===== src/hdbm_regs.vh =====
/*
 * register offsets, field positions, reset values and timing constants
 * of the bus-mode control block. assumes a 250 MHz clock.
 */
`ifndef HDBM_REGS_VH
`define HDBM_REGS_VH
// ************************************************************
// register map
// ************************************************************
`define HDBM_BUS_MODE_OFS      8'h00
`define HDBM_DMA_REQ_OFS       8'h04
`define HDBM_DMA_STAT_OFS      8'h08
`define HDBM_BUS_MODE_RST      32'h00001000
`define HDBM_BUS_MODE_WMASK    32'h01a6ffff
// ************************************************************
// field positions
// ************************************************************
`define HDBM_WIE_BIT           24
`define HDBM_RLE_BIT           23
`define HDBM_RME_BIT           21
`define HDBM_POLL_HI           18
`define HDBM_POLL_LO           17
`define HDBM_ALIGN_HI          15
`define HDBM_ALIGN_LO          14
`define HDBM_BURST_HI          13
`define HDBM_BURST_LO          8
`define HDBM_BURST_RST         6'h10
`define HDBM_ALIGN_DW_NONE     6'h00
`define HDBM_ALIGN_DW_8        6'h08
`define HDBM_ALIGN_DW_16       6'h10
`define HDBM_ALIGN_DW_32       6'h20
// ************************************************************
// memory commands
// ************************************************************
`define HDBM_CMD_MEM_READ      4'h6
`define HDBM_CMD_MEM_WRITE     4'h7
`define HDBM_CMD_READ_MULT     4'hc
`define HDBM_CMD_READ_LINE     4'he
`define HDBM_CMD_WRITE_INV     4'hf
// ************************************************************
// timing
// ************************************************************
`define HDBM_CLK_MHZ           250
`define HDBM_POLL_US_1         200
`define HDBM_POLL_US_2         800
`define HDBM_POLL_US_3         1600
`define HDBM_POLL_CYC_1        (`HDBM_POLL_US_1 * `HDBM_CLK_MHZ)
`define HDBM_POLL_CYC_2        (`HDBM_POLL_US_2 * `HDBM_CLK_MHZ)
`define HDBM_POLL_CYC_3        (`HDBM_POLL_US_3 * `HDBM_CLK_MHZ)
`endif

===== src/hdbm_bus_mode.v =====
/*
 * bus-mode control of the dma master: wishbone register slave, memory
 * command selection, burst limit, alignment boundary and transmit
 * auto-poll timer. assumes a classic wishbone master on ref_clk_i and a
 * dma core that presents each transfer and accepts the chosen command.
 */
// How it works
// with write-invalidate enabled, a write covering a full cache line gets write-and-invalidate.
// with write-invalidate disabled, every write uses the ordinary memory write command.
// with read-line enabled, a read reaching the line boundary gets read line, else plain read; the code picks read multiple first for full-line reads.
// with read-multiple enabled, a full-line read gets read multiple, unaligned reads plain read.
// in transmit-suspended state the poll timer fires every 200, 800 or 1600 us, or never for 00; the code adds the fetch latency to each period.
// the alignment field gives 8, 16 or 32 doubleword bursts boundaries, 00 reserved and default.
// the burst field caps doublewords per transaction at 0 (unlimited), 1, 2, 4, 8, 16 or 32.
// software stops transmit and receive before it rewrites any configuration field.
// each poll reads the descriptor and transmit starts only when its ownership bit is set.
// reserved bits of the bus-mode register ignore writes and read as zero.
`timescale 1ns/100ps
`include "hdbm_regs.vh"

module hdbm_bus_mode #(
  parameter POLL_CYC_1 = `HDBM_POLL_CYC_1,
  parameter POLL_CYC_2 = `HDBM_POLL_CYC_2,
  parameter POLL_CYC_3 = `HDBM_POLL_CYC_3
) (
  // clock and reset
  input  wire        ref_clk_i,
  input  wire        rst_n_i,
  // wishbone slave
  input  wire        wb_cyc_i,
  input  wire        wb_stb_i,
  input  wire        wb_we_i,
  input  wire [7:0]  wb_adr_i,
  input  wire [3:0]  wb_sel_i,
  input  wire [31:0] wb_dat_i,
  output reg  [31:0] wb_dat_o,
  output reg         wb_ack_o,
  // transfer request from the dma core
  input  wire        xfer_req_i,
  input  wire        xfer_write_i,
  input  wire        xfer_full_line_i,
  input  wire        xfer_line_bound_i,
  output reg  [3:0]  xfer_cmd_o,
  output reg         xfer_cmd_vld_o,
  // burst configuration to the dma core
  output reg  [5:0]  max_burst_length_o,
  output reg  [5:0]  align_dw_o,
  // transmit descriptor polling
  input  wire        tx_suspended_i,
  output reg         desc_fetch_o,
  input  wire        desc_done_i,
  input  wire        desc_own_i,
  output reg         tx_start_o
);

  // ************************************************************
  // registers
  // ************************************************************
  reg  [31:0] bus_mode_control_reg;
  reg  [31:0] poll_cnt_reg;
  reg         fetch_busy_reg;
  reg  [7:0]  poll_count_reg;

  // register selects of the address decoder
  localparam [1:0] SEL_NONE = 2'b00;
  localparam [1:0] SEL_MODE = 2'b01;
  localparam [1:0] SEL_STAT = 2'b10;

  // a request counts as new until it has been acknowledged
  wire        wb_req = wb_cyc_i & wb_stb_i & ~wb_ack_o;
  // configuration fields as the dma core sees them
  wire        wie    = bus_mode_control_reg[`HDBM_WIE_BIT];
  wire        rle    = bus_mode_control_reg[`HDBM_RLE_BIT];
  wire        rme    = bus_mode_control_reg[`HDBM_RME_BIT];
  wire [1:0]  poll   = bus_mode_control_reg[`HDBM_POLL_HI:`HDBM_POLL_LO];
  wire [1:0]  align  = bus_mode_control_reg[`HDBM_ALIGN_HI:`HDBM_ALIGN_LO];
  wire [5:0]  burst  = bus_mode_control_reg[`HDBM_BURST_HI:`HDBM_BURST_LO];

  // byte-lane expansion of sel
  function [31:0] lane_mask;
    input [3:0] sel;
    lane_mask = {{8{sel[3]}}, {8{sel[2]}}, {8{sel[1]}}, {8{sel[0]}}};
  endfunction

  // ************************************************************
  // address decode, shared by the write and the read path
  // ************************************************************
  function [1:0] decode_adr;
    input [7:0] adr;
    begin
      if (adr == `HDBM_BUS_MODE_OFS) begin
        decode_adr = SEL_MODE;
      end else if (adr == `HDBM_DMA_STAT_OFS) begin
        decode_adr = SEL_STAT;
      end else begin
        decode_adr = SEL_NONE;  // everything else reads zero and ignores writes
      end
    end
  endfunction

  // poll interval in cycles, zero when polling is off
  reg [31:0] poll_limit;
  always @* begin
    case (poll)
      2'b01:   poll_limit = POLL_CYC_1;
      2'b10:   poll_limit = POLL_CYC_2;
      2'b11:   poll_limit = POLL_CYC_3;
      default: poll_limit = 32'h00000000;
    endcase
  end

  // ************************************************************
  // wishbone slave: one registered ack cycle per access, after one wait state
  // ************************************************************
  // ack follows each new request by one cycle and drops in the next
  always @(posedge ref_clk_i) begin
    if (!rst_n_i) begin
      wb_ack_o <= 1'b0;
    end else begin
      wb_ack_o <= wb_req;
    end
  end

  // writes honour sel; reserved bits are masked so they stay zero
  always @(posedge ref_clk_i) begin
    if (!rst_n_i) begin
      bus_mode_control_reg <= `HDBM_BUS_MODE_RST;
    end else if (wb_req && wb_we_i && decode_adr(wb_adr_i) == SEL_MODE) begin
      bus_mode_control_reg <= (bus_mode_control_reg & ~(lane_mask(wb_sel_i) & `HDBM_BUS_MODE_WMASK)) |
                              (wb_dat_i & lane_mask(wb_sel_i) & `HDBM_BUS_MODE_WMASK);
    end
  end

  // read data stands only in the ack cycle, so a stale word never looks like an answer
  always @(posedge ref_clk_i) begin
    if (!rst_n_i) begin
      wb_dat_o <= 32'h00000000;
    end else if (wb_req && !wb_we_i) begin
      if (decode_adr(wb_adr_i) == SEL_MODE) begin
        wb_dat_o <= bus_mode_control_reg & `HDBM_BUS_MODE_WMASK;
      end else if (decode_adr(wb_adr_i) == SEL_STAT) begin
        wb_dat_o <= {23'h000000, fetch_busy_reg, poll_count_reg};
      end else begin
        wb_dat_o <= 32'h00000000; // unmapped reads give zero
      end
    end else begin
      wb_dat_o <= 32'h00000000;
    end
  end

  // ************************************************************
  // memory command selection and burst shaping
  // ************************************************************
  // read multiple outranks read line when a full line also reaches the boundary
  always @(posedge ref_clk_i) begin
    if (!rst_n_i) begin
      xfer_cmd_o         <= `HDBM_CMD_MEM_READ;
      xfer_cmd_vld_o     <= 1'b0;
    end else begin
      xfer_cmd_vld_o <= xfer_req_i;
      if (xfer_write_i) begin
        if (wie && xfer_full_line_i)
          xfer_cmd_o <= `HDBM_CMD_WRITE_INV;
        else
          xfer_cmd_o <= `HDBM_CMD_MEM_WRITE;
      end else if (rme && xfer_full_line_i) begin
        xfer_cmd_o <= `HDBM_CMD_READ_MULT;
      end else if (rle && xfer_line_bound_i) begin
        xfer_cmd_o <= `HDBM_CMD_READ_LINE;
      end else begin
        xfer_cmd_o <= `HDBM_CMD_MEM_READ;
      end
    end
  end

  // burst limit and alignment follow the register one cycle after a write
  always @(posedge ref_clk_i) begin
    if (!rst_n_i) begin
      max_burst_length_o <= `HDBM_BURST_RST;
      align_dw_o         <= `HDBM_ALIGN_DW_NONE;
    end else begin
      // only zero and power-of-two values are legal; others behave as unlimited
      case (burst)
        6'h01, 6'h02, 6'h04, 6'h08, 6'h10, 6'h20: max_burst_length_o <= burst;
        default: max_burst_length_o <= 6'h00;
      endcase
      case (align)
        2'b01:   align_dw_o <= `HDBM_ALIGN_DW_8;
        2'b10:   align_dw_o <= `HDBM_ALIGN_DW_16;
        2'b11:   align_dw_o <= `HDBM_ALIGN_DW_32;
        default: align_dw_o <= `HDBM_ALIGN_DW_NONE;  // reserved: no boundary
      endcase
    end
  end

  // ************************************************************
  // transmit auto-poll
  // ************************************************************
  // timer runs only while suspended and idle, so a slow fetch never stacks polls
  // limitation: the interval restarts after each fetch, so the period grows by the fetch latency
  always @(posedge ref_clk_i) begin
    if (!rst_n_i) begin
      poll_cnt_reg   <= 32'h00000000;
      fetch_busy_reg <= 1'b0;
      desc_fetch_o   <= 1'b0;
      tx_start_o     <= 1'b0;
      poll_count_reg <= 8'h00;
    end else begin
      desc_fetch_o <= 1'b0;
      tx_start_o   <= 1'b0;
      if (fetch_busy_reg) begin
        if (desc_done_i) begin
          fetch_busy_reg <= 1'b0;
          tx_start_o     <= desc_own_i;
        end
      end else if (!tx_suspended_i || poll_limit == 32'h00000000) begin
        poll_cnt_reg <= 32'h00000000;
      end else if (poll_cnt_reg >= poll_limit - 32'h00000001) begin
        poll_cnt_reg   <= 32'h00000000;
        desc_fetch_o   <= 1'b1;
        fetch_busy_reg <= 1'b1;
        poll_count_reg <= poll_count_reg + 8'h01;
      end else begin
        poll_cnt_reg <= poll_cnt_reg + 32'h00000001;
      end
    end
  end

endmodule // hdbm_bus_mode


===== config.mk =====
export PLATFORM = sky130hd
export DESIGN_NAME = hdbm_bus_mode
export DESIGN_NICKNAME = d
export VERILOG_FILES = /design/src/hdbm_bus_mode.v
export VERILOG_INCLUDE_DIRS = /design/src
export SDC_FILE = /design/constraint.sdc
export NUM_CORES = 1
export LEC_CHECK = 0
export BUFFER_PORTS_ARGS = -buffer_cell sky130_fd_sc_hd__buf_2
export CAP_MARGIN = 10
export CORE_UTILIZATION = 30
export CTS_CLUSTER_SIZE = 8
export DETAILED_ROUTE_END_ITERATION = 7
export MAX_ROUTING_LAYER = met4
export SETUP_SLACK_MARGIN = 0.5
export SLEW_MARGIN = 20
export SYNTH_ARGS = -nofsm -noshare
export SYNTH_HDL_FRONTEND = slang
export SYNTH_SLANG_ARGS = --single-unit
export TNS_END_PERCENT = 30

===== constraint.sdc =====
create_clock -name ref_clk_i -period 3.9 [get_ports ref_clk_i]
set_input_delay 0.78 -clock ref_clk_i [delete_from_list [all_inputs] [get_ports ref_clk_i]]
set_output_delay 0.78 -clock ref_clk_i [all_outputs]
set_load 0.05 [all_outputs]

==> impl_table.tex <==
\begin{tabular}{lr}
\hline
Metric & Value \\
\hline
\multicolumn{2}{l}{\textbf{Floorplan}} \\
Full die area & 16500 um\^{}2 \\
Height of the die & 128 um \\
Die X & 128 um \\
Std-Cell Rows & 45 \\
Core area & 15400 um\^{}2 \\
Ports placed on the boundary & 108 \\
Initial core utilization & 0.311 \\
\multicolumn{2}{l}{\textbf{Finish}} \\
Most frequent cells in the layout & sky130\_fd\_sc\_hd\_\_dfxtp\_1 (99), sky130\_fd\_sc\_hd\_\_buf\_2 (81), sky130\_fd\_sc\_hd\_\_nand2\_1 (72) \\
End-of-flow core utilization & 0.371 \\
Leading cell type in the layout, fill and taps excluded & sky130\_fd\_sc\_hd\_\_dfxtp\_1 \\
Number of non-filler instances in the completed layout & 833 \\
Number of diodes & 0 \\
Fill cell count & 1528 \\
Share of post-route cells with drive strength above 1 & 0.198 \\
Signed area change from the synthesized netlist to the final layout & 19.2\% \\
Post-route design area & 5700 um\^{}2 \\
Fin nets & 708 \\
\multicolumn{2}{l}{\textbf{Clocking}} \\
Clock Sinks & 99 \\
Clock insertion delay at the later pin of the skew report & 0.35 ns \\
Clock-pin slew on the worst setup and hold paths & 0.07 ns \\
Clk Tree Root Cell & sky130\_fd\_sc\_hd\_\_clkbuf\_16 \\
\# H-tree levels & 3 \\
Buffer levels on the longest clock path & 2 \\
Number of clock buffers inserted by TritonCTS & 9 \\
Clock tree from TritonCTS & done \\
\multicolumn{2}{l}{\textbf{Pwr}} \\
Power per cell area & 343 nW/um\^{}2 \\
Leakage power of the design & 2.53 nW \\
Total Power & 1.95 mW \\
Worst IR Drop VDD & 0.000187 V \\
\multicolumn{2}{l}{\textbf{Timing}} \\
Total negative slack for setup checks & 0 ns \\
Clk\_skew & 0.00703 ns \\
Least-Margin Pin Slew & 1.03 ns \\
Final Hold Violating Endpoints & 0 \\
Tightest hold margin & 0.466 ns \\
Setup violation total in the final timing report & 0 \\
Final Critical Period & 3.27 ns \\
Upper clock frequency limit & 0.305 GHz \\
Unrepaired setup endpoints after global routing & yes \\
Final Slew Violations & 0 \\
Final setup margin & 0.625 ns \\
Final critical-path share of the clock period & 0.840 \\
Relative slew slack & 0.311 \\
\multicolumn{2}{l}{\textbf{Run status}} \\
Outcome & finished clean \\
\multicolumn{2}{l}{\textbf{Global routing}} \\
Global-route wire length before repair & 18.3 mm \\
Antenna violations before repair & 0 \\
GR Util All Layers & 0.144 \\
Vias in the first global route & 3858 \\
Residual overflow from global routing & 0 \\
Pin count of the biggest net entering global routing & 37 \\
\multicolumn{2}{l}{\textbf{Placement}} \\
Port Buffer Count & 81 \\
Placed Cells incl. Taps & 814 \\
Setup slack at placement & 0.627 ns \\
Weighted congestion reported at the end of routability-driven placement & 0.802 \\
Placed wire-length estimate after detailed placement & 8.00 mm \\
Standard cell area after detailed placement & 5370 um\^{}2 \\
\multicolumn{2}{l}{\textbf{Synth}} \\
Yosys Warn Count & 0 \\
Top flip-flop cell by instance count after synthesis & sky130\_fd\_sc\_hd\_\_dfxtp\_1 \\
Number of enable-type register cells in the synthesized netlist & 0 \\
Netlist cell types & 54 \\
Sequential area share after synthesis & 0.414 \\
Seq cells post-synth & 99 \\
Post-Synthesis Cells & 534 \\
Cell area after synthesis & 4780 um\^{}2 \\
Fraction of synthesis flops using an asynchronous set or reset pin & 0 \\
Avg Inst Size Synth & 8.96 um\^{}2 \\
\multicolumn{2}{l}{\textbf{Worst hold path}} \\
Worst hold stages & 2 \\
End of the worst hold path & align\_dw\_o[4] \\
Type of the tightest min-delay check & reg -> reg \\
\multicolumn{2}{l}{\textbf{Setup path}} \\
Worst flop-to-flop path endpoint & poll\_count\_reg[5] \\
Worst setup path class & reg -> reg \\
CP startpoint kind & flip-flop \\
Arrival time at the worst endpoint & 3.54 ns \\
Register-to-register setup slack & 0.63 ns \\
Req. time, crit path & 4.17 ns \\
Critical Path Sink Type & flip-flop \\
Maximum fanout count along the critical path & 15 \\
Worst-case reg-to-reg path depth & 13 \\
\multicolumn{2}{l}{\textbf{Job}} \\
Total of max-cap violations & 0 \\
\multicolumn{2}{l}{\textbf{Detailed routing}} \\
Avg WL per Cell & 13.4 um \\
Final routed wirelength across all metal layers & 11.2 mm \\
Remaining DRCs & 0 \\
Count of antenna-violating nets left after detailed routing & 0 \\
First-pass DRT Iterations & 4 \\
Vias after detailed routing & 4007 \\
Vias per Instance & 4.81 \\
Number of DRC violations after detailed-routing iteration 0 & 209 \\
\hline
\end{tabular}
## where the power goes
group,leakage [nW],switching [mW],internal (mW)
registers,0.798,0.000642,1.01
clock network,0.138,0.400,0.460
logic,1.60,0.0599,0.0226
total,2.53,0.460,1.49
## logic make-up after synthesis
logic type,count (synthesis),synth area share
and+or+nand+nor,231,0.235
buffers and inverters,42,0.0476
AOI/OAI and AO/OA,79,0.117
DFF,99,0.414
adders and majority gates,35,0.0916
xor gates and xnor gates,14,0.0256
other,2,0.00157
muxes,32,0.0672
## worst max-delay path: stages, from the launching register on
cell	delay, ns
sky130_fd_sc_hd__dfxtp_1	0.36
sky130_fd_sc_hd__inv_1	0.16
sky130_fd_sc_hd__ha_1	0.29
sky130_fd_sc_hd__clkinvlp_4	0.13
sky130_fd_sc_hd__buf_4	0.15
sky130_fd_sc_hd__ha_1	0.31
sky130_fd_sc_hd__a21oi_1	0.10
sky130_fd_sc_hd__o21ai_0	0.25
sky130_fd_sc_hd__a21oi_1	0.11
sky130_fd_sc_hd__a2111oi_4	0.48
sky130_fd_sc_hd__o21ai_2	0.11
sky130_fd_sc_hd__buf_4	0.21
sky130_fd_sc_hd__or3_1	0.35
sky130_fd_sc_hd__a21oi_1	0.18
## worst max-delay path by stage
stage | from | endpoint | slack (ns) | cells past startpoint
2_1_floorplan | flip-flop | poll_cnt_reg[20] | 1.01 | 12
3_3_place_gp | flip-flop | poll_count_reg[5] | 0.77 | 11
3_5_place_dp | flip-flop | poll_cnt_reg[25] | 0.63 | 12
4_1_cts | flip-flop | poll_cnt_reg[25] | 0.58 | 12
5_1_grt | flip-flop | poll_count_reg[5] | 0.39 | 13
6_report | flip-flop | poll_count_reg[5] | 0.63 | 13
## cell usage after synthesis, types with 2 or more instances
| cell | instances | share of area |
|---|---|---|
| sky130_fd_sc_hd__a21o_1 | 3 | 0.0047 |
| sky130_fd_sc_hd__xnor2_1 | 10 | 0.018 |
| sky130_fd_sc_hd__clkbuf_1 | 10 | 0.0078 |
| sky130_fd_sc_hd__and4_1 | 3 | 0.0055 |
| sky130_fd_sc_hd__a221oi_1 | 2 | 0.0037 |
| sky130_fd_sc_hd__dfxtp_1 | 99 | 0.41 |
| sky130_fd_sc_hd__a31oi_1 | 3 | 0.0039 |
| sky130_fd_sc_hd__or2_2 | 3 | 0.0039 |
| sky130_fd_sc_hd__nand4b_1 | 2 | 0.0037 |
| sky130_fd_sc_hd__nand2_1 | 72 | 0.057 |
| sky130_fd_sc_hd__and3_1 | 11 | 0.014 |
| sky130_fd_sc_hd__a21oi_1 | 19 | 0.020 |
| sky130_fd_sc_hd__mux2i_1 | 31 | 0.065 |
| sky130_fd_sc_hd__and2_1 | 16 | 0.021 |
| sky130_fd_sc_hd__o311ai_1 | 11 | 0.020 |
| sky130_fd_sc_hd__conb_1 | 2 | 0.0016 |
| sky130_fd_sc_hd__nor3_1 | 12 | 0.013 |
| sky130_fd_sc_hd__buf_4 | 15 | 0.024 |
| sky130_fd_sc_hd__or3_1 | 4 | 0.0052 |
| sky130_fd_sc_hd__nor3b_1 | 2 | 0.0031 |
| sky130_fd_sc_hd__nor2_1 | 54 | 0.042 |
| sky130_fd_sc_hd__nand3_1 | 29 | 0.030 |
| sky130_fd_sc_hd__a22o_1 | 5 | 0.0092 |
| sky130_fd_sc_hd__inv_1 | 7 | 0.0055 |
| sky130_fd_sc_hd__nand2b_1 | 3 | 0.0039 |
| sky130_fd_sc_hd__ha_1 | 35 | 0.092 |
| sky130_fd_sc_hd__o21ai_0 | 9 | 0.0094 |
| sky130_fd_sc_hd__xor2_1 | 4 | 0.0073 |
| sky130_fd_sc_hd__buf_2 | 5 | 0.0052 |
| sky130_fd_sc_hd__buf_1 | 3 | 0.0024 |
| sky130_fd_sc_hd__o21ai_1 | 16 | 0.017 |
| sky130_fd_sc_hd__nor2b_1 | 2 | 0.0026 |
| sky130_fd_sc_hd__nor4_1 | 2 | 0.0026 |
| sky130_fd_sc_hd__nand4_1 | 10 | 0.013 |
## routing by layer
metal  track usage  share of wire  wire length (um)
met5             -              0                 0
met4        0.0623          0.023               260
met3        0.0246          0.039               437
met2         0.233           0.48              5390
met1         0.176           0.46              5110
## area by class of cell
type	count	area, um^2	share of cell area
Inverter	8	33.8	0.00592
Multi-Input combinational cell	406	2630	0.461
Sequential cell	99	1980	0.348
Tap cell	211	264	0.0463
Timing Repair Buffer	93	508	0.0891
Clock inverter	5	45.0	0.00790
Clock buffer	11	243	0.0426
## timing repair
item | CTS | global route
resized for setup | 0 | 2
setup buffers | 0 | 3
setup endpoints to repair | 0 | 25
hold buffers | 0 | 0
(Power assumes the default switching activity.)
